$ cat config.mk
export PLATFORM = sky130hd
export DESIGN_NAME = dcps_top
export DESIGN_NICKNAME = d
export VERILOG_FILES = /design/src/dcps_dc_detect.v /design/src/dcps_soft_step.v /design/src/dcps_top.v
export VERILOG_INCLUDE_DIRS = /design/src
export SDC_FILE = /design/constraint.sdc
export NUM_CORES = 1
export LEC_CHECK = 0
export ABC_AREA = 1
export BUFFER_PORTS_ARGS = -buffer_cell sky130_fd_sc_hd__buf_2
export CAP_MARGIN = 10
export CORE_ASPECT_RATIO = 0.9
export CORE_MARGIN = 2
export CORE_UTILIZATION = 55
export CTS_CLUSTER_DIAMETER = 120
export DETAILED_ROUTE_END_ITERATION = 8
export PLACE_DENSITY = 0.8
export SLEW_MARGIN = 30
export SYNTH_ARGS = -nofsm -noshare
export SYNTH_HDL_FRONTEND = slang
export SYNTH_SLANG_ARGS = --single-unit
$ cat constraint.sdc
create_clock -name mclk -period 3.65 [get_ports mclk]
set_clock_uncertainty 0.15 [all_clocks]
set_input_delay 0.5475 -clock mclk [delete_from_list [all_inputs] [get_ports mclk]]
set_output_delay 0.5475 -clock mclk [all_outputs]
set_load 0.005 [all_outputs]
$ cat src/dcps_defs.vh
// named constants for the playback channel setup block
// assumes inclusion by bare name from each design file
`ifndef DCPS_DEFS_VH
`define DCPS_DEFS_VH

// ---------------------------------------------------------------
// register indices (byte address is four times the index)
// ---------------------------------------------------------------
`define DCPS_IDX_RSVD_SLOT     8'h3D
`define DCPS_IDX_ENGINE_CFG    8'h3E
`define DCPS_IDX_SETUP_ONE     8'h3F
`define DCPS_IDX_MUTE_SETUP    8'h40
`define DCPS_ADDR_LSB          2

// ---------------------------------------------------------------
// field positions
// ---------------------------------------------------------------
`define DCPS_CFG_FLAG_A        2
`define DCPS_CFG_FLAG_B        1
`define DCPS_CFG_CTR_HOLD      0
`define DCPS_S1_POWER          7
`define DCPS_S1_SRC_HI         5
`define DCPS_S1_SRC_LO         4
`define DCPS_S1_STEP_HI        1
`define DCPS_S1_STEP_LO        0
`define DCPS_MS_AM_HI          6
`define DCPS_MS_AM_LO          4
`define DCPS_MS_MUTE           3
`define DCPS_MS_SPARE_HI       1
`define DCPS_MS_SPARE_LO       0

// ---------------------------------------------------------------
// reset values and fixed read values of reserved bits
// ---------------------------------------------------------------
`define DCPS_RST_RSVD_SLOT     8'h00
`define DCPS_RST_CFG_BIT       1'b0
`define DCPS_RST_POWER         1'b0
`define DCPS_RST_SRC           2'h1
`define DCPS_RST_STEP          2'h0
`define DCPS_RST_AM            3'h0
`define DCPS_RST_MUTE          1'b1
`define DCPS_RST_SPARE         2'h0
`define DCPS_S1_RSVD_RD        2'h1
`define DCPS_MS_RSVD_RD        1'b1

// ---------------------------------------------------------------
// source select and soft-step codes
// ---------------------------------------------------------------
`define DCPS_SRC_OFF           2'h0
`define DCPS_SRC_LEFT          2'h1
`define DCPS_SRC_RIGHT         2'h2
`define DCPS_SRC_MONO          2'h3
`define DCPS_STEP_EVERY        2'h0
`define DCPS_STEP_EVERY2       2'h1
`define DCPS_STEP_NONE         2'h2

// ---------------------------------------------------------------
// auto-mute codes and thresholds in samples
// ---------------------------------------------------------------
`define DCPS_AM_OFF            3'h0
`define DCPS_AM_100            3'h1
`define DCPS_AM_200            3'h2
`define DCPS_AM_400            3'h3
`define DCPS_AM_800            3'h4
`define DCPS_AM_1600           3'h5
`define DCPS_AM_3200           3'h6
`define DCPS_TH_100            12'h064
`define DCPS_TH_200            12'h0C8
`define DCPS_TH_400            12'h190
`define DCPS_TH_800            12'h320
`define DCPS_TH_1600           12'h640
`define DCPS_TH_3200           12'hC80

`endif

$ cat src/dcps_dc_detect.v
// constant-input detector driving the automatic mute
// assumes sample_tick marks each new sample on sample_in
`timescale 1ns/10ps
`include "dcps_defs.vh"

module dcps_dc_detect
#(
   parameter DATA_W = 24,
   parameter CNT_W  = 12
)
(
   input  wire              mclk,        // system clock
   input  wire              reset,       // sync reset, active high
   input  wire              sample_tick, // new sample strobe
   input  wire [DATA_W-1:0] sample_in,   // sample before muting
   input  wire [2:0]        am_code,     // auto-mute code
   output reg               auto_mute_r  // automatic mute active
);

reg  [DATA_W-1:0] last_r;   // previous sample
reg  [CNT_W-1:0]  same_r;   // repeats after the first of a run
reg  [CNT_W-1:0]  thresh;
reg               am_on;
wire              same;

assign same = (sample_in == last_r);

// threshold lookup; code 000 and code 111 disable muting
always @*
begin
   thresh = {CNT_W{1'b1}};
   am_on  = 1'b1;
   case (am_code)
      `DCPS_AM_100:  thresh = `DCPS_TH_100;
      `DCPS_AM_200:  thresh = `DCPS_TH_200;
      `DCPS_AM_400:  thresh = `DCPS_TH_400;
      `DCPS_AM_800:  thresh = `DCPS_TH_800;
      `DCPS_AM_1600: thresh = `DCPS_TH_1600;
      `DCPS_AM_3200: thresh = `DCPS_TH_3200;
      default:       am_on  = 1'b0;
   endcase
end

// mute once run length exceeds threshold (same count reaches it)
always @(posedge mclk)
begin
   if (reset)
   begin
      last_r      <= {DATA_W{1'b0}};
      same_r      <= {CNT_W{1'b0}};
      auto_mute_r <= 1'b0;
   end
   else
   begin
      if (sample_tick)
      begin
         last_r <= sample_in;
         if (!same)
            same_r <= {CNT_W{1'b0}};
         else if (same_r != {CNT_W{1'b1}})
            same_r <= same_r + {{(CNT_W-1){1'b0}}, 1'b1};
      end
      if (!am_on)
         auto_mute_r <= 1'b0;
      else if (sample_tick && !same)
         auto_mute_r <= 1'b0;
      else
         auto_mute_r <= (same_r >= thresh);
   end
end

endmodule // dcps_dc_detect

$ cat src/dcps_soft_step.v
// volume soft-stepper: walks the applied volume toward the target
// assumes word_tick is a one-cycle pulse per audio word clock
`timescale 1ns/10ps
`include "dcps_defs.vh"

module dcps_soft_step
#(
   parameter VOL_W = 8
)
(
   input  wire             mclk,       // system clock
   input  wire             reset,      // sync reset, active high
   input  wire             word_tick,  // one pulse per word clock
   input  wire [1:0]       step_mode,  // soft-step code
   input  wire [VOL_W-1:0] vol_target, // wanted volume, signed half-dB
   output reg  [VOL_W-1:0] vol_now_r   // applied volume
);

reg  half_r;    // alternates for one step per two word clocks
wire step_ok;   // a step may be taken this cycle
wire go_up;

// reserved code 11 steps like 00, so a bad write cannot stall volume
assign step_ok = word_tick & ((step_mode != `DCPS_STEP_EVERY2) | half_r);
assign go_up   = $signed(vol_target) > $signed(vol_now_r);

always @(posedge mclk)
begin
   if (reset)
   begin
      vol_now_r <= {VOL_W{1'b0}};
      half_r    <= 1'b0;
   end
   else
   begin
      if (word_tick)
         half_r <= ~half_r;
      if (step_mode == `DCPS_STEP_NONE)
         vol_now_r <= vol_target;
      else if (step_ok && (vol_target != vol_now_r))
      begin
         if (go_up)
            vol_now_r <= vol_now_r + {{(VOL_W-1){1'b0}}, 1'b1};
         else
            vol_now_r <= vol_now_r - {{(VOL_W-1){1'b0}}, 1'b1};
      end
   end
end

endmodule // dcps_soft_step

$ cat src/dcps_top.v
// playback channel setup and control, top level with APB register slave
// assumes all inputs synchronous to mclk; word_tick and frame_start are pulses
// sample words are read only in the word_tick cycle
//
// Chosen here: register access over APB.
`timescale 1ns/10ps
`include "dcps_defs.vh"

module dcps_top
#(
   parameter DATA_W = 24,
   parameter VOL_W  = 8,
   parameter PC_W   = 10,
   parameter CNT_W  = 12
)
(
   input  wire              mclk,          // system clock, 10 MHz
   input  wire              reset,         // sync reset, active high
   input  wire              psel,          // APB select
   input  wire              penable,       // APB access phase
   input  wire              pwrite,        // APB direction, 1 write
   input  wire [11:0]       paddr,         // APB byte address
   input  wire [31:0]       pwdata,        // APB write data
   output reg  [31:0]       prdata,        // APB read data
   output reg               pready,        // APB ready
   output reg               pslverr,       // APB error, unmapped
   input  wire              word_tick,     // one pulse per word clock
   input  wire              frame_start,   // one pulse per new frame
   input  wire              instr_step,    // engine executed one instruction
   input  wire [DATA_W-1:0] left_word,     // received left sample
   input  wire [DATA_W-1:0] right_word,    // received right sample
   input  wire [VOL_W-1:0]  vol_target,    // volume setting, signed half-dB
   output reg               flag_a_r,      // branch condition A
   output reg               flag_b_r,      // branch condition B
   output reg  [PC_W-1:0]   instr_count_r, // engine instruction counter
   output reg               chan_power_r,  // channel powered up
   output reg  [DATA_W-1:0] chan_data_r,   // channel data after mute
   output reg               chan_mute_r,   // channel muted, any cause
   output wire [VOL_W-1:0]  vol_applied_r  // soft-stepped volume
);

// ---------------------------------------------------------------
// register state
// ---------------------------------------------------------------
// word map, low byte lane only:
// 3D reserved, reads zero, writes dropped
// 3E [2] flag A, [1] flag B, [0] hold
// 3F [7] power, [6] zero, [5:4] source,
//    [3:2] fixed 01, [1:0] soft-step
// 40 [7] zero, [6:4] auto-mute code,
//    [3] forced mute, [2] fixed one,
//    [1:0] spare, read and write
// upper bytes of pwdata are ignored and
// prdata[31:8] always reads zero
// fixed fields are not stored, so a bad
// write there cannot reach the logic

reg              ctr_hold_r;    // keep counter across frames
reg              power_bit_r;   // software power request
reg  [1:0]       src_sel_r;     // source select field
reg  [1:0]       step_mode_r;   // soft-step field
reg  [2:0]       am_code_r;     // auto-mute field
reg              mute_bit_r;    // forced mute
reg  [1:0]       spare_r;       // read/write spare bits of mute setup

// ---------------------------------------------------------------
// bus decode
// ---------------------------------------------------------------
wire [9:0]       word_idx;      // register index from byte address
wire             aligned;
wire             setup_ph;
wire             write_go;
reg              hit;
reg  [7:0]       rd_byte;

// all ten index bits are compared, so
// the words have no aliases in the space
assign word_idx = paddr[11:`DCPS_ADDR_LSB];
assign aligned  = (paddr[`DCPS_ADDR_LSB-1:0] == 2'h0);
assign setup_ph = psel & ~penable;
// a write lands only at the edge where the master sees pready
assign write_go = psel & penable & pready & pwrite & ~pslverr;

// read mux and address hit; reserved bits show their fixed values
// an index off the map, or a byte address
// off a word boundary, answers pslverr
always @*
begin
   hit     = 1'b0;
   rd_byte = 8'h00;
   if (!aligned)
      hit = 1'b0;
   else if (word_idx == {2'h0, `DCPS_IDX_RSVD_SLOT})
   begin
      hit     = 1'b1;
      rd_byte = `DCPS_RST_RSVD_SLOT;
   end
   else if (word_idx == {2'h0, `DCPS_IDX_ENGINE_CFG})
   begin
      hit     = 1'b1;
      rd_byte = {5'h00, flag_a_r, flag_b_r, ctr_hold_r};
   end
   else if (word_idx == {2'h0, `DCPS_IDX_SETUP_ONE})
   begin
      hit     = 1'b1;
      rd_byte = {power_bit_r, 1'b0, src_sel_r, `DCPS_S1_RSVD_RD, step_mode_r};
   end
   else if (word_idx == {2'h0, `DCPS_IDX_MUTE_SETUP})
   begin
      hit     = 1'b1;
      rd_byte = {1'b0, am_code_r, mute_bit_r, `DCPS_MS_RSVD_RD, spare_r};
   end
end

// ---------------------------------------------------------------
// APB handshake
// ---------------------------------------------------------------
// one wait-free access: answer is prepared in the setup cycle so every
// bus output comes from a flop; no wait cycle is added to a transfer
// penable held past ready sees pready low,
// so a write can never land twice
always @(posedge mclk)
begin
   if (reset)
   begin
      pready  <= 1'b0;
      pslverr <= 1'b0;
      prdata  <= 32'h00000000;
   end
   else
   begin
      pready  <= setup_ph;
      pslverr <= setup_ph & ~hit;
      if (setup_ph)
         prdata <= (hit && !pwrite) ? {24'h000000, rd_byte} : 32'h00000000;
   end
end

// ---------------------------------------------------------------
// register writes
// ---------------------------------------------------------------
// the reserved slot ignores writes; it always reads back zero
// unmapped words fall through every
// branch and leave the fields untouched
always @(posedge mclk)
begin
   if (reset)
   begin
      flag_a_r    <= `DCPS_RST_CFG_BIT;
      flag_b_r    <= `DCPS_RST_CFG_BIT;
      ctr_hold_r  <= `DCPS_RST_CFG_BIT;
      power_bit_r <= `DCPS_RST_POWER;
      src_sel_r   <= `DCPS_RST_SRC;
      step_mode_r <= `DCPS_RST_STEP;
      am_code_r   <= `DCPS_RST_AM;
      mute_bit_r  <= `DCPS_RST_MUTE;
      spare_r     <= `DCPS_RST_SPARE;
   end
   else if (write_go)
   begin
      if (word_idx == {2'h0, `DCPS_IDX_ENGINE_CFG})
      begin
         flag_a_r   <= pwdata[`DCPS_CFG_FLAG_A];
         flag_b_r   <= pwdata[`DCPS_CFG_FLAG_B];
         ctr_hold_r <= pwdata[`DCPS_CFG_CTR_HOLD];
      end
      else if (word_idx == {2'h0, `DCPS_IDX_SETUP_ONE})
      begin
         power_bit_r <= pwdata[`DCPS_S1_POWER];
         src_sel_r   <= pwdata[`DCPS_S1_SRC_HI:`DCPS_S1_SRC_LO];
         step_mode_r <= pwdata[`DCPS_S1_STEP_HI:`DCPS_S1_STEP_LO];
      end
      else if (word_idx == {2'h0, `DCPS_IDX_MUTE_SETUP})
      begin
         am_code_r  <= pwdata[`DCPS_MS_AM_HI:`DCPS_MS_AM_LO];
         mute_bit_r <= pwdata[`DCPS_MS_MUTE];
         spare_r    <= pwdata[`DCPS_MS_SPARE_HI:`DCPS_MS_SPARE_LO];
      end
   end
end

// ---------------------------------------------------------------
// instruction counter
// ---------------------------------------------------------------
// wraps at PC_W bits; size it to cover
// the longest program of the engine
// frame restart wins over a step in the same cycle
always @(posedge mclk)
begin
   if (reset)
      instr_count_r <= {PC_W{1'b0}};
   else if (frame_start && !ctr_hold_r)
      instr_count_r <= {PC_W{1'b0}};
   else if (instr_step)
      instr_count_r <= instr_count_r + {{(PC_W-1){1'b0}}, 1'b1};
end

// ---------------------------------------------------------------
// source selection
// ---------------------------------------------------------------
wire [DATA_W:0]   mix_sum;   // one bit wider to keep the carry
reg  [DATA_W-1:0] src_word;

// mono mix is the signed average, halving avoids clipping
// halving floors toward minus infinity;
// the lost half step is below one LSB
assign mix_sum = {left_word[DATA_W-1], left_word} + {right_word[DATA_W-1], right_word};

always @*
begin
   src_word = {DATA_W{1'b0}};
   case (src_sel_r)
      `DCPS_SRC_LEFT:  src_word = left_word;
      `DCPS_SRC_RIGHT: src_word = right_word;
      `DCPS_SRC_MONO:  src_word = mix_sum[DATA_W:1];
      default:         src_word = {DATA_W{1'b0}};
   endcase
end

// ---------------------------------------------------------------
// auto-mute and volume helpers
// ---------------------------------------------------------------
// the dc detector sees the selected word, so a
// silent source can auto-mute the channel
wire auto_mute;

dcps_dc_detect
#(
   .DATA_W (DATA_W),
   .CNT_W  (CNT_W)
)
u_dc_detect
(
   .mclk        (mclk),
   .reset       (reset),
   .sample_tick (word_tick),
   .sample_in   (src_word),
   .am_code     (am_code_r),
   .auto_mute_r (auto_mute)
);

dcps_soft_step
#(
   .VOL_W (VOL_W)
)
u_soft_step
(
   .mclk       (mclk),
   .reset      (reset),
   .word_tick  (word_tick),
   .step_mode  (step_mode_r),
   .vol_target (vol_target),
   .vol_now_r  (vol_applied_r)
);

// ---------------------------------------------------------------
// channel outputs
// ---------------------------------------------------------------
// unmuted data is loaded on the word tick only, so it stays steady between words;
// muted or unpowered channel sends zeros, the safe value for the amplifier
// flag and zeroed data rise at one edge:
// unmuted data never shows with flag set
// power-down zeros the data on the next
// clock rather than waiting for a word
always @(posedge mclk)
begin
   if (reset)
   begin
      chan_power_r <= `DCPS_RST_POWER;
      chan_mute_r  <= `DCPS_RST_MUTE;
      chan_data_r  <= {DATA_W{1'b0}};
   end
   else
   begin
      chan_power_r <= power_bit_r;
      chan_mute_r  <= mute_bit_r | auto_mute;
      if (!power_bit_r || mute_bit_r || auto_mute)
         chan_data_r <= {DATA_W{1'b0}};
      else if (word_tick)
         chan_data_r <= src_word;
   end
end

endmodule // dcps_top

==> flow_summary.toml, run 1 <==
[detailed_routing]
drtPass1Iterations = 6
avgViaCountPerCell = 5.12
drc = 0
vias = 8577
wirelength_mm = 20.8
drt_iter0_drc = 632
routedWlPerCell_um = 12.4
ant_nets = 0

[setup_path]
path_class = "register to register"
critPathCapture = "u_soft_step.vol_now_r[7]"
r2r_slack_ns = 0.40
worstPathRequired_ns = 3.72
cp_max_fo = 5
startpoint = "u_soft_step.vol_now_r[1]"
timing.rr.end = "u_soft_step.vol_now_r[7]"
crit_chain = "inv_1, ha_1, inv_1, nor2_1, nor2_1, o21a_1, o21ai_0, nand2_1, nand2_1, nand2_1, ha_1, inv_1, nor2_1, nor2_1, nor2_1, nor2_1, o21bai_1, nand2_1, nand2_1, a21oi_2, nand3_1, nand2_1, o21ai_0, a21oi_1"
max_stage_delay_ns = 0.39
end_kind = "register"
cp.arrival_ns = 3.32
rr_startpoint = "u_soft_step.vol_now_r[1]"
reg2reg_depth = 24
cp_slowest_cell = "dfxtp_2"
worstSetupStartpointType = "register"

[placed_design]
routabilityCongestion = 0.940
dp_hpwl_mm = 16.6
dp_cells = 1659
placed_area_um2 = 8910
port_buffers = 139

[power]
p_total_w = 0.00303
power_density_nw_per_um2 = 327
max-vdd-ir-drop_mv = 0.269
leakagePower_nw = 4.91

[global_route]
antenna_found_initial = 0
grt_max_degree = 51
grt_pass1_vias = 7772
track_usage_pct = 26.7
overflow = 0
grt_pass1_wl_mm = 35.0

[flow_run]
cap_violations = 0

[floorplan]
rows = 42
boundaryPins = 188
die_h_um = 119
die_area_um2 = 15700
initial_core_util_pct = 55.7
die_x_um = 132
core_um2 = 14600

[logic_synthesis]
synthDistinctLibCells = 46
ys_ff_latch = 106
ys_seq_area_share_pct = 26.2
ys.warnings.count = 0
netlist_instances = 1341
synth_flop_cell = "dfxtp_1"
avgSynthCellArea_um2 = 6.04
async_flop_share_pct = 0
synth-edff-count = 0
synth_area_um2 = 8100

[clocking]
clk_pin_slew_ns = 0.07
tritoncts = "built"
cts_buffer_depth = 2
root_buffer = "clkbuf_16"
post-cts-setup-buffer-count = 0
cts_hold_buf = 0
clkSinkCount = 106
ctsResizeCount = 0
htree_levels = 3
clk_latency_ns = 0.35
cts_buffers = 9

[cells_and_area]
syn2layout_area_growth_pct = 14.1
n_antenna_cell = 0
drive_above_1_share_pct = 14.2
nNetsFinal = 1633
layout_commonest_cell = "nand2_1"
fin_cells = 1675
layout_common_cells = "nand2_1, inv_1, buf_2"
fin_area_um2 = 9240

[sta]
setup_tns_ns = 0
setup_viol = 0
fmax_mhz = 308
rsz0062_at_grt = "no"
tightest_slew_ns = 0.906
layout_min_cycle_time_ns = 3.25
max_slew_margin_pct = 39.1
report.final.slew_viol_count = 0
hold_viol = 0
min_period_over_period_pct = 89.0

[outcome]
status = "finished clean"

[min_path]
min-delay-start = "pwdata[7]"
hp-class = "input pin to register"
hold_depth = 3
cells by family after synthesis:
family | synth area share, %
AO/OA/AOI/OAI | 11.4
XOR/XNOR | 1.41
adder cells (fa/ha/maj) | 8.37
buffers and inverters | 13.8
flip-flops | 26.2
multiplexers | 0.124
other | 0.0463
AND/OR/NAND/NOR | 38.7
registers in the layout, summed over array words and instances (netlist names):
register / cells
u_dc_detect.auto_mute_r: 1
pslverr: 1
ctr_hold_r: 1
step_mode_r: 2
flag_b_r: 1
am_code_r: 3
mute_bit_r: 1
chan_data_r: 24
prdata: 8
instr_count_r: 10
power_bit_r: 1
u_dc_detect.same_r: 12
chan_mute_r: 1
u_soft_step.half_r: 1
pready: 1
u_dc_detect.last_r: 24
chan_power_r: 1
src_sel_r: 2
spare_r: 2
u_soft_step.vol_now_r: 8
flag_a_r: 1
synth_stat cells (7+ instances only):
master	instances	share of area (%)
nor3_1	14	0.86
clkbuf_1	19	0.88
xor2_1	9	0.97
dfxtp_1	106	26
nand2_1	437	20
o21ai_0	25	1.5
inv_2	10	0.46
ha_1	51	7.9
buf_4	26	2.4
nand4_1	20	1.5
nor2_2	7	0.54
nor2_1	102	4.7
inv_1	201	9.3
nand2_2	8	0.62
nand3_1	114	7.0
a21oi_1	116	7.2
metrics by stage:
stage	util, %	hold WS, ns	setup slack, ns
floorplan	-	0.265	0.518
global placement	61.2	0.295	0.195
detailed placement	61.2	0.302	0.176
CTS	63.4	0.268	0.316
global route	63.5	0.272	0.0297
finish	63.5	0.269	0.400
cell type report:
class / count / area, µm²
multi-input cells: 990 / 4960
flip-flops and latches: 106 / 2120
clock buffers: 14 / 284
fillers: 1435 / 5310
clock inverters: 2 / 41.3
repair buffers: 151 / 786
inverters: 214 / 803
well taps: 198 / 248
worst min path at each step:
stage / slack [ns] / end
2_1_floorplan: 0.26 / chan_mute_r
3_3_place_gp: 0.30 / spare_r[1]
3_5_place_dp: 0.30 / spare_r[1]
4_1_cts: 0.27 / mute_bit_r
5_1_grt: 0.27 / mute_bit_r
6_report: 0.27 / power_bit_r
power by group:
group	switching (W)	total (W)	leakage, nW	internal, W
clock network	0.000422	0.00103	0.161	0.000612
registers	0.0000372	0.00123	0.862	0.00119
logic	0.000474	0.000762	3.88	0.000288
total	0.000933	0.00303	4.91	0.00209
metal layers:
layer	vias up	global-route usage (%)	part of all wire, %
li1	4469	-	-
met1	3816	36.8	47
met2	252	43.0	44
met3	40	4.81	6.5
met4	0	7.07	2.6
met5	-	0	0
critical path, delay by kind of cell, from the launching register on:
family	cells	cell delay (ns)
and+or+nand+nor	13	1.01
AOI/OAI and AO/OA	6	0.77
adders and majority gates	2	0.64
DFF	1	0.39
buffers and inverters	3	0.16
Power figures use the tool's default switching activity.
==> run 2, diff against run 1 <==
ABC_AREA = not set   (was 1)
CORE_MARGIN = not set   (was 2)
PLACE_DENSITY = 0.81   (was 0.8)
==> run 2 against run 1 <==
  * The run now ends with negative setup slack left
  * Sequential power barely moved
  * Critical path type unchanged
  * Wire length is 7.5% higher
  * Largest cell class unchanged
  * Register-to-register slack got worse by 0.41 ns
  * Via count is 4.1% lower
  * First-iteration DRC count grew 18%
  * Fmax shrank 11%
  * Clock power barely moved
  * Design area grew 7.5%
==> flow_summary.toml, run 2 <==
[power]
power.internal_w = 0.00243
max-vdd-ir-drop_mv = 0.404
power_density_nw_per_um2 = 357
comb_power_share_pct = 34.9
swShare_pct = 31.6
pwr-share-seq_pct = 35.6
pwr-share-clk_pct = 29.6
leakagePower_nw = 4.56
p_switching_w = 0.00112

[cells_and_area]
biggestRegsByFlops = "chan_data_r x24, u_dc_detect.last_r x24, u_dc_detect.same_r x12"
n_antenna_cell = 0
fin_area_um2 = 9940
layout_common_cells = "buf_4, buf_2, nor2_1"
layout_commonest_cell = "buf_4"
drive_above_1_share_pct = 28.7
final_util_pct = 73.8
nNetsFinal = 1398
syn2layout_area_growth_pct = 29.4

[setup_path]
rr_startpoint = "u_soft_step.vol_now_r[1]"
critPathCapture = "u_soft_step.vol_now_r[7]"
timing.rr.end = "u_soft_step.vol_now_r[7]"
path_class = "register to register"
worstSetupStartpointType = "register"
cp.arrival_ns = 3.77
worstPathRequired_ns = 3.76
reg2reg_depth = 20
end_kind = "register"
r2r_slack_ns = -0.007
cp_max_fo = 4
startpoint = "u_soft_step.vol_now_r[1]"

[clocking]
root_buffer = "clkbuf_16"
clk_pin_slew_ns = 0.08
tritoncts = "built"
cts_buffers = 9
clkSinkCount = 106
cts_hold_buf = 0
clk_latency_ns = 0.35
htree_levels = 3
cts_buffer_depth = 2

[logic_synthesis]
yosysTopAreaCellShare_pct = 27.6
synth_most_common_cell = "nor2_1"
netlist_instances = 995
synth_top_family_by_area = "compound AO/OA/AOI/OAI gates"
synth-compound-area-share_pct = 24.4
avgSynthCellArea_um2 = 7.72
ys.warnings.count = 0
synthDistinctLibCells = 72
synth-xor-area-share_pct = 5.59
yosys.area_share.simple_pct = 23.2
yosysTopAreaCell = "dfxtp_1"
synth_flop_cell = "dfxtp_1"
synth_commonest_cells = "nor2_1, dfxtp_1, nand2_1"
synthAdderAreaFrac_pct = 8.83
synth_area_um2 = 7680
async_flop_share_pct = 0
ys_seq_area_share_pct = 27.6
synth.area.top_cells = "dfxtp_1, ha_1, nor2_1"
synth-edff-count = 0
yosys-mux-area-fraction_pct = 3.58
ys_ff_latch = 106

[sta]
min_period_over_period_pct = 100
worst_hold_slack_ns = 0.273
max_slew_margin_pct = 42.6
layout_min_cycle_time_ns = 3.66
setup_slack_ns = -0.00722
fmax_mhz = 273
rsz0062_at_grt = "yes"
tightest_slew_ns = 0.861
setup_tns_ns = -0.00722
setup_viol = 1
report.final.slew_viol_count = 0
hold_viol = 0

[outcome]
violations = "negative setup slack"
status = "finished, violations left"

[placed_design]
port_buffers = 139
dp_hpwl_mm = 16.9
routabilityCongestion = 1.00
placed_area_um2 = 9400

[detailed_routing]
avgViaCountPerCell = 5.83
wirelength_mm = 22.3
drt_iter0_drc = 747
ant_nets = 0
vias = 8226
routedWlPerCell_um = 15.8
drtPass1Iterations = 6
drc = 0

[floorplan]
die_area_um2 = 14400
boundaryPins = 188
core_um2 = 13500
initial_core_util_pct = 57.0
rows = 40
die_x_um = 127
die_h_um = 114

[global_route]
grt_max_degree = 80
grt_pass1_wl_mm = 35.6
grt_pass1_vias = 7335
overflow = 0
track_usage_pct = 30.6
antenna_found_initial = 0

[min_path]
hp-class = "input pin to register"

[flow_run]
cap_violations = 0
==> run 2: cell count changes in the layout (fill, tap and decap cells not counted), moves of 19 or more <==
| cell | delta |
|---|---|
| buf_4 | +129 |
| and3_1 | +21 |
| nand3_1 | -102 |
| nor2_1 | +26 |
| xnor2_1 | +20 |
| a21oi_1 | -49 |
| nand2_1 | -352 |
| nor3_1 | +19 |
| o21ai_0 | +29 |
| inv_1 | -171 |
| mux2i_1 | +21 |
==> run 2: worst max-delay path, stage by stage, from the launching register on <==
cell	delay, ns
dfxtp_2	0.34
inv_2	0.04
ha_4	0.20
nor2b_4	0.11
o21a_1	0.16
o21a_1	0.16
o21a_1	0.17
o21a_1	0.17
o21ai_1	0.13
a31oi_1	0.10
nand2_2	0.14
ha_4	0.21
a21o_1	0.16
a21oi_2	0.16
o21bai_1	0.10
a21oi_2	0.15
o21bai_1	0.07
a21oi_1	0.15
xor2_1	0.10
or3_1	0.36
a311oi_2	0.23
==> run 2: repair_timing <==
action / in CTS / in global routing
resized for setup: 5 / 38
pin swaps: 12 / 37
setup buffers: 2 / 5
setup endpoints to repair: 14 / 15
==> run 2: logic make-up (layout without fill, tap and decap cells) <==
| kind of cell | Yosys count | in the layout |
|---|---|---|
| flip-flops | 106 | 106 |
| AND/OR/NAND/NOR | 370 | 370 |
| adder cells (fa/ha/maj) | 53 | 53 |
| XOR/XNOR | 49 | 49 |
| buffers and inverters | 107 | 331 |
| AO/OA/AOI/OAI | 282 | 282 |
| other | 1 | 24 |
| multiplexers | 27 | 27 |
==> run 2: how the worst min path moves through the flow <==
stage                       startpoint     endpoint  slack (ns)  cells past startpoint
3_5_place_dp   u_dc_detect.auto_mute_r  chan_mute_r        0.28                      1
5_1_grt                      pwdata[3]   mute_bit_r        0.28                      2
2_1_floorplan  u_dc_detect.auto_mute_r  chan_mute_r        0.26                      1
6_report                     pwdata[3]   mute_bit_r        0.27                      2
4_1_cts                      pwdata[3]   mute_bit_r        0.27                      2
3_3_place_gp                 prdata[5]    prdata[5]        0.29                      2
==> run 2: area by class of cell <==
| type | instances | area (µm²) |
|---|---|---|
| tap | 168 | 210 |
| inverter | 31 | 116 |
| sequential | 106 | 2120 |
| fill | 1038 | 3520 |
| timing repair buffer | 284 | 1810 |
| multi-input combinational | 805 | 5350 |
| clock inverter | 7 | 101 |
| clock buffer | 9 | 225 |
==> run 2: metal layers <==
metal  vias up  track usage, %  part of all wire (%)
li1       4048               -                     -
met1      3792            41.8                    45
met2       333            49.8                    46
met3        53            4.77                   6.8
met4         0            9.56                   2.9
met5         -               0                     0
==> run 2: power by group through the flow <==
stage	Combinational, W	Clock, W	Sequential, W
2_1_floorplan	0.000709	0	0.00128
6_report	0.00124	0.00105	0.00126
3_3_place_gp	0.00112	0	0.00128
3_5_place_dp	0.00115	0	0.00129
4_1_cts	0.00118	0.00106	0.00126
5_1_grt	0.00136	0.00112	0.00127
==> run 2: metrics by stage <==
stage / std cells / worst slack, ns / total power, W
after floorplan: 1018 / -0.0815 / 0.00199
after global placement: 1388 / -0.352 / 0.00240
after detailed placement: 1388 / -0.416 / 0.00244
after CTS: 1406 / -0.0289 / 0.00350
after global routing: 1410 / -0.166 / 0.00374
final: 1410 / -0.00722 / 0.00355
==> run 3, diff against run 2 <==
CORE_UTILIZATION = 56   (was 55)
CTS_BUF_LIST = sky130_fd_sc_hd__clkbuf_4   (was not set)
PLACE_DENSITY = 0.82   (was 0.81)
==> run 3 against run 2 <==
  * The run ends with design-rule violations, negative setup slack left
  * Largest power group is now combinational logic
  * Fmax is 3.0% lower
  * Clock power is 46% lower
  * Hold slack worse by 0.13 ns
  * Final cell count hardly changed
  * Worst setup slack worse by 0.11 ns
  * First-iteration DRC count is 11% lower
  * Core utilization is 1.6 points lower
  * Wire length is 0.97% higher
  * Design area is 3.0% lower
  * Sequential share of layout area is 0.65 points higher
  * Non-clock buffer count stayed put
  * Critical path type unchanged
==> flow_summary.toml, run 3 (same netlist as run 2, synthesis figures left out) <==
[setup_path]
worstPathRequired_ns = 3.87
cp.arrival_ns = 3.99
end_kind = "register"
cp_max_fo = 4
path_class = "register to register"
worstSetupStartpointType = "register"

[clocking]
cts_buffer_depth = 2
clkSinkCount = 106
cts_hold_buf = 0
root_buffer = "clkbuf_4"
clk_latency_ns = 0.46
htree_levels = 3
clk_pin_slew_ns = 0.18
tritoncts = "built"
cts_buffers = 9

[outcome]
violations = "design-rule violations, negative setup slack"
status = "finished, violations left"

[cells_and_area]
syn2layout_area_growth_pct = 25.6
fin_area_um2 = 9640
biggestRegsByFlops = "chan_data_r x24, u_dc_detect.last_r x24, u_dc_detect.same_r x12"
fin_cells = 1411
nNetsFinal = 1398
drive_above_1_share_pct = 27.6
layout_common_cells = "buf_4, buf_2, nor2_1"
final_util_pct = 72.2
layout_commonest_cell = "buf_4"

[sta]
hold_viol = 0
rsz0062_at_grt = "yes"
worst_hold_slack_ns = 0.141
max_slew_margin_pct = 36.9
fmax_mhz = 265
setup_viol = 3
min_period_over_period_pct = 103
report.final.slew_viol_count = 0
tightest_slew_ns = 0.942
layout_min_cycle_time_ns = 3.77
setup_slack_ns = -0.119

[global_route]
track_usage_pct = 31.5
grt_max_degree = 80
grt_pass1_vias = 7466
antenna_found_initial = 1
overflow = 0
grt_pass1_wl_mm = 36.3

[placed_design]
routabilityCongestion = 0.944
port_buffers = 139
dp_hpwl_mm = 17.3
placed_area_um2 = 9340
dp_cells = 1381
dp_slack_ns = -0.440

[power]
pwr-share-clk_pct = 17.9
comb_power_share_pct = 41.9
leakagePower_nw = 4.46
swShare_pct = 35.4
pwr-share-seq_pct = 40.2
power_density_nw_per_um2 = 326
p_switching_w = 0.00111
max-vdd-ir-drop_mv = 0.439
power.internal_w = 0.00203

[detailed_routing]
avgViaCountPerCell = 5.88
wirelength_mm = 22.6
drc = 6
vias = 8298
drtPass1Iterations = 7
routedWlPerCell_um = 16.0
drt_iter0_drc = 667
ant_nets = 0

[flow_run]
cap_violations = 0

[min_path]
hp-class = "input pin to register"

[floorplan]
core_um2 = 13400
die_x_um = 125
rows = 40
initial_core_util_pct = 57.5
die_area_um2 = 14200
die_h_um = 113
boundaryPins = 188
## run 3: final cells by class
| class | instances | area, µm² |
|---|---|---|
| tap | 168 | 210 |
| clock inverter | 7 | 61.3 |
| multi-input combinational | 805 | 5270 |
| clock buffer | 9 | 67.6 |
| antenna | 1 | 2.50 |
| sequential | 106 | 2120 |
| fill | 1078 | 3720 |
| timing repair buffer | 284 | 1800 |
| inverter | 31 | 116 |
## run 3: repair_timing
item | CTS | global route
gates resized for setup | 2 | 17
setup buffers | 11 | 2
pin swaps | 12 | 17
endpoints found under the setup margin | 1 | 17
## run 3: critical path: stages, from the launching register on
cell      delay [ns]
dfxtp_2         0.37
inv_2           0.05
ha_4            0.21
nor2b_4         0.12
o21a_1          0.16
o21a_1          0.17
o21a_1          0.16
o21a_1          0.16
o21ai_1         0.11
a31oi_1         0.09
nand2_2         0.12
ha_4            0.21
a21o_1          0.16
a21oi_2         0.15
o21bai_1        0.11
a21oi_2         0.16
o21bai_1        0.09
a21oi_1         0.21
xor2_1          0.10
or3_1           0.37
a311oi_1        0.24
## run 3: power groups by stage
stage          combinational, W  clock (W)  sequential [W]
3_3_place_gp            0.00111          0         0.00128
6_report                0.00132   0.000564         0.00126
2_1_floorplan          0.000709          0         0.00128
4_1_cts                 0.00122   0.000578         0.00126
5_1_grt                 0.00144   0.000629         0.00127
3_5_place_dp            0.00115          0         0.00128
## run 3: layer usage
| metal | share of wire (%) | track usage (%) | vias to the layer above |
|---|---|---|---|
| met5 | 0 | 0 | - |
| met4 | 3.0 | 10.5 | 0 |
| met3 | 6.7 | 4.87 | 49 |
| met2 | 46 | 51.5 | 341 |
| met1 | 44 | 42.5 | 3868 |
| li1 | - | - | 4040 |
## run 3: final timing paths
| path | from | slack [ns] | depth (start not counted) | endpoint |
|---|---|---|---|---|
| setup reg to reg | u_soft_step.vol_now_r[1] | -0.12 | 20 | u_soft_step.vol_now_r[7] |
| setup / recovery | u_soft_step.vol_now_r[1] | -0.12 | 20 | u_soft_step.vol_now_r[7] |
| hold reg to reg | prdata[4] | 0.32 | 2 | prdata[4] |
| hold / removal | pwdata[3] | 0.14 | 2 | mute_bit_r |
## run 3: metrics by stage
stage	setup TNS (ns)	power, W
after floorplan	-0.0815	0.00199
final	-0.190	0.00314
after CTS	-0.0501	0.00306
after global routing	-0.867	0.00334
after detailed placement	-5.71	0.00243
after global placement	-4.75	0.00239
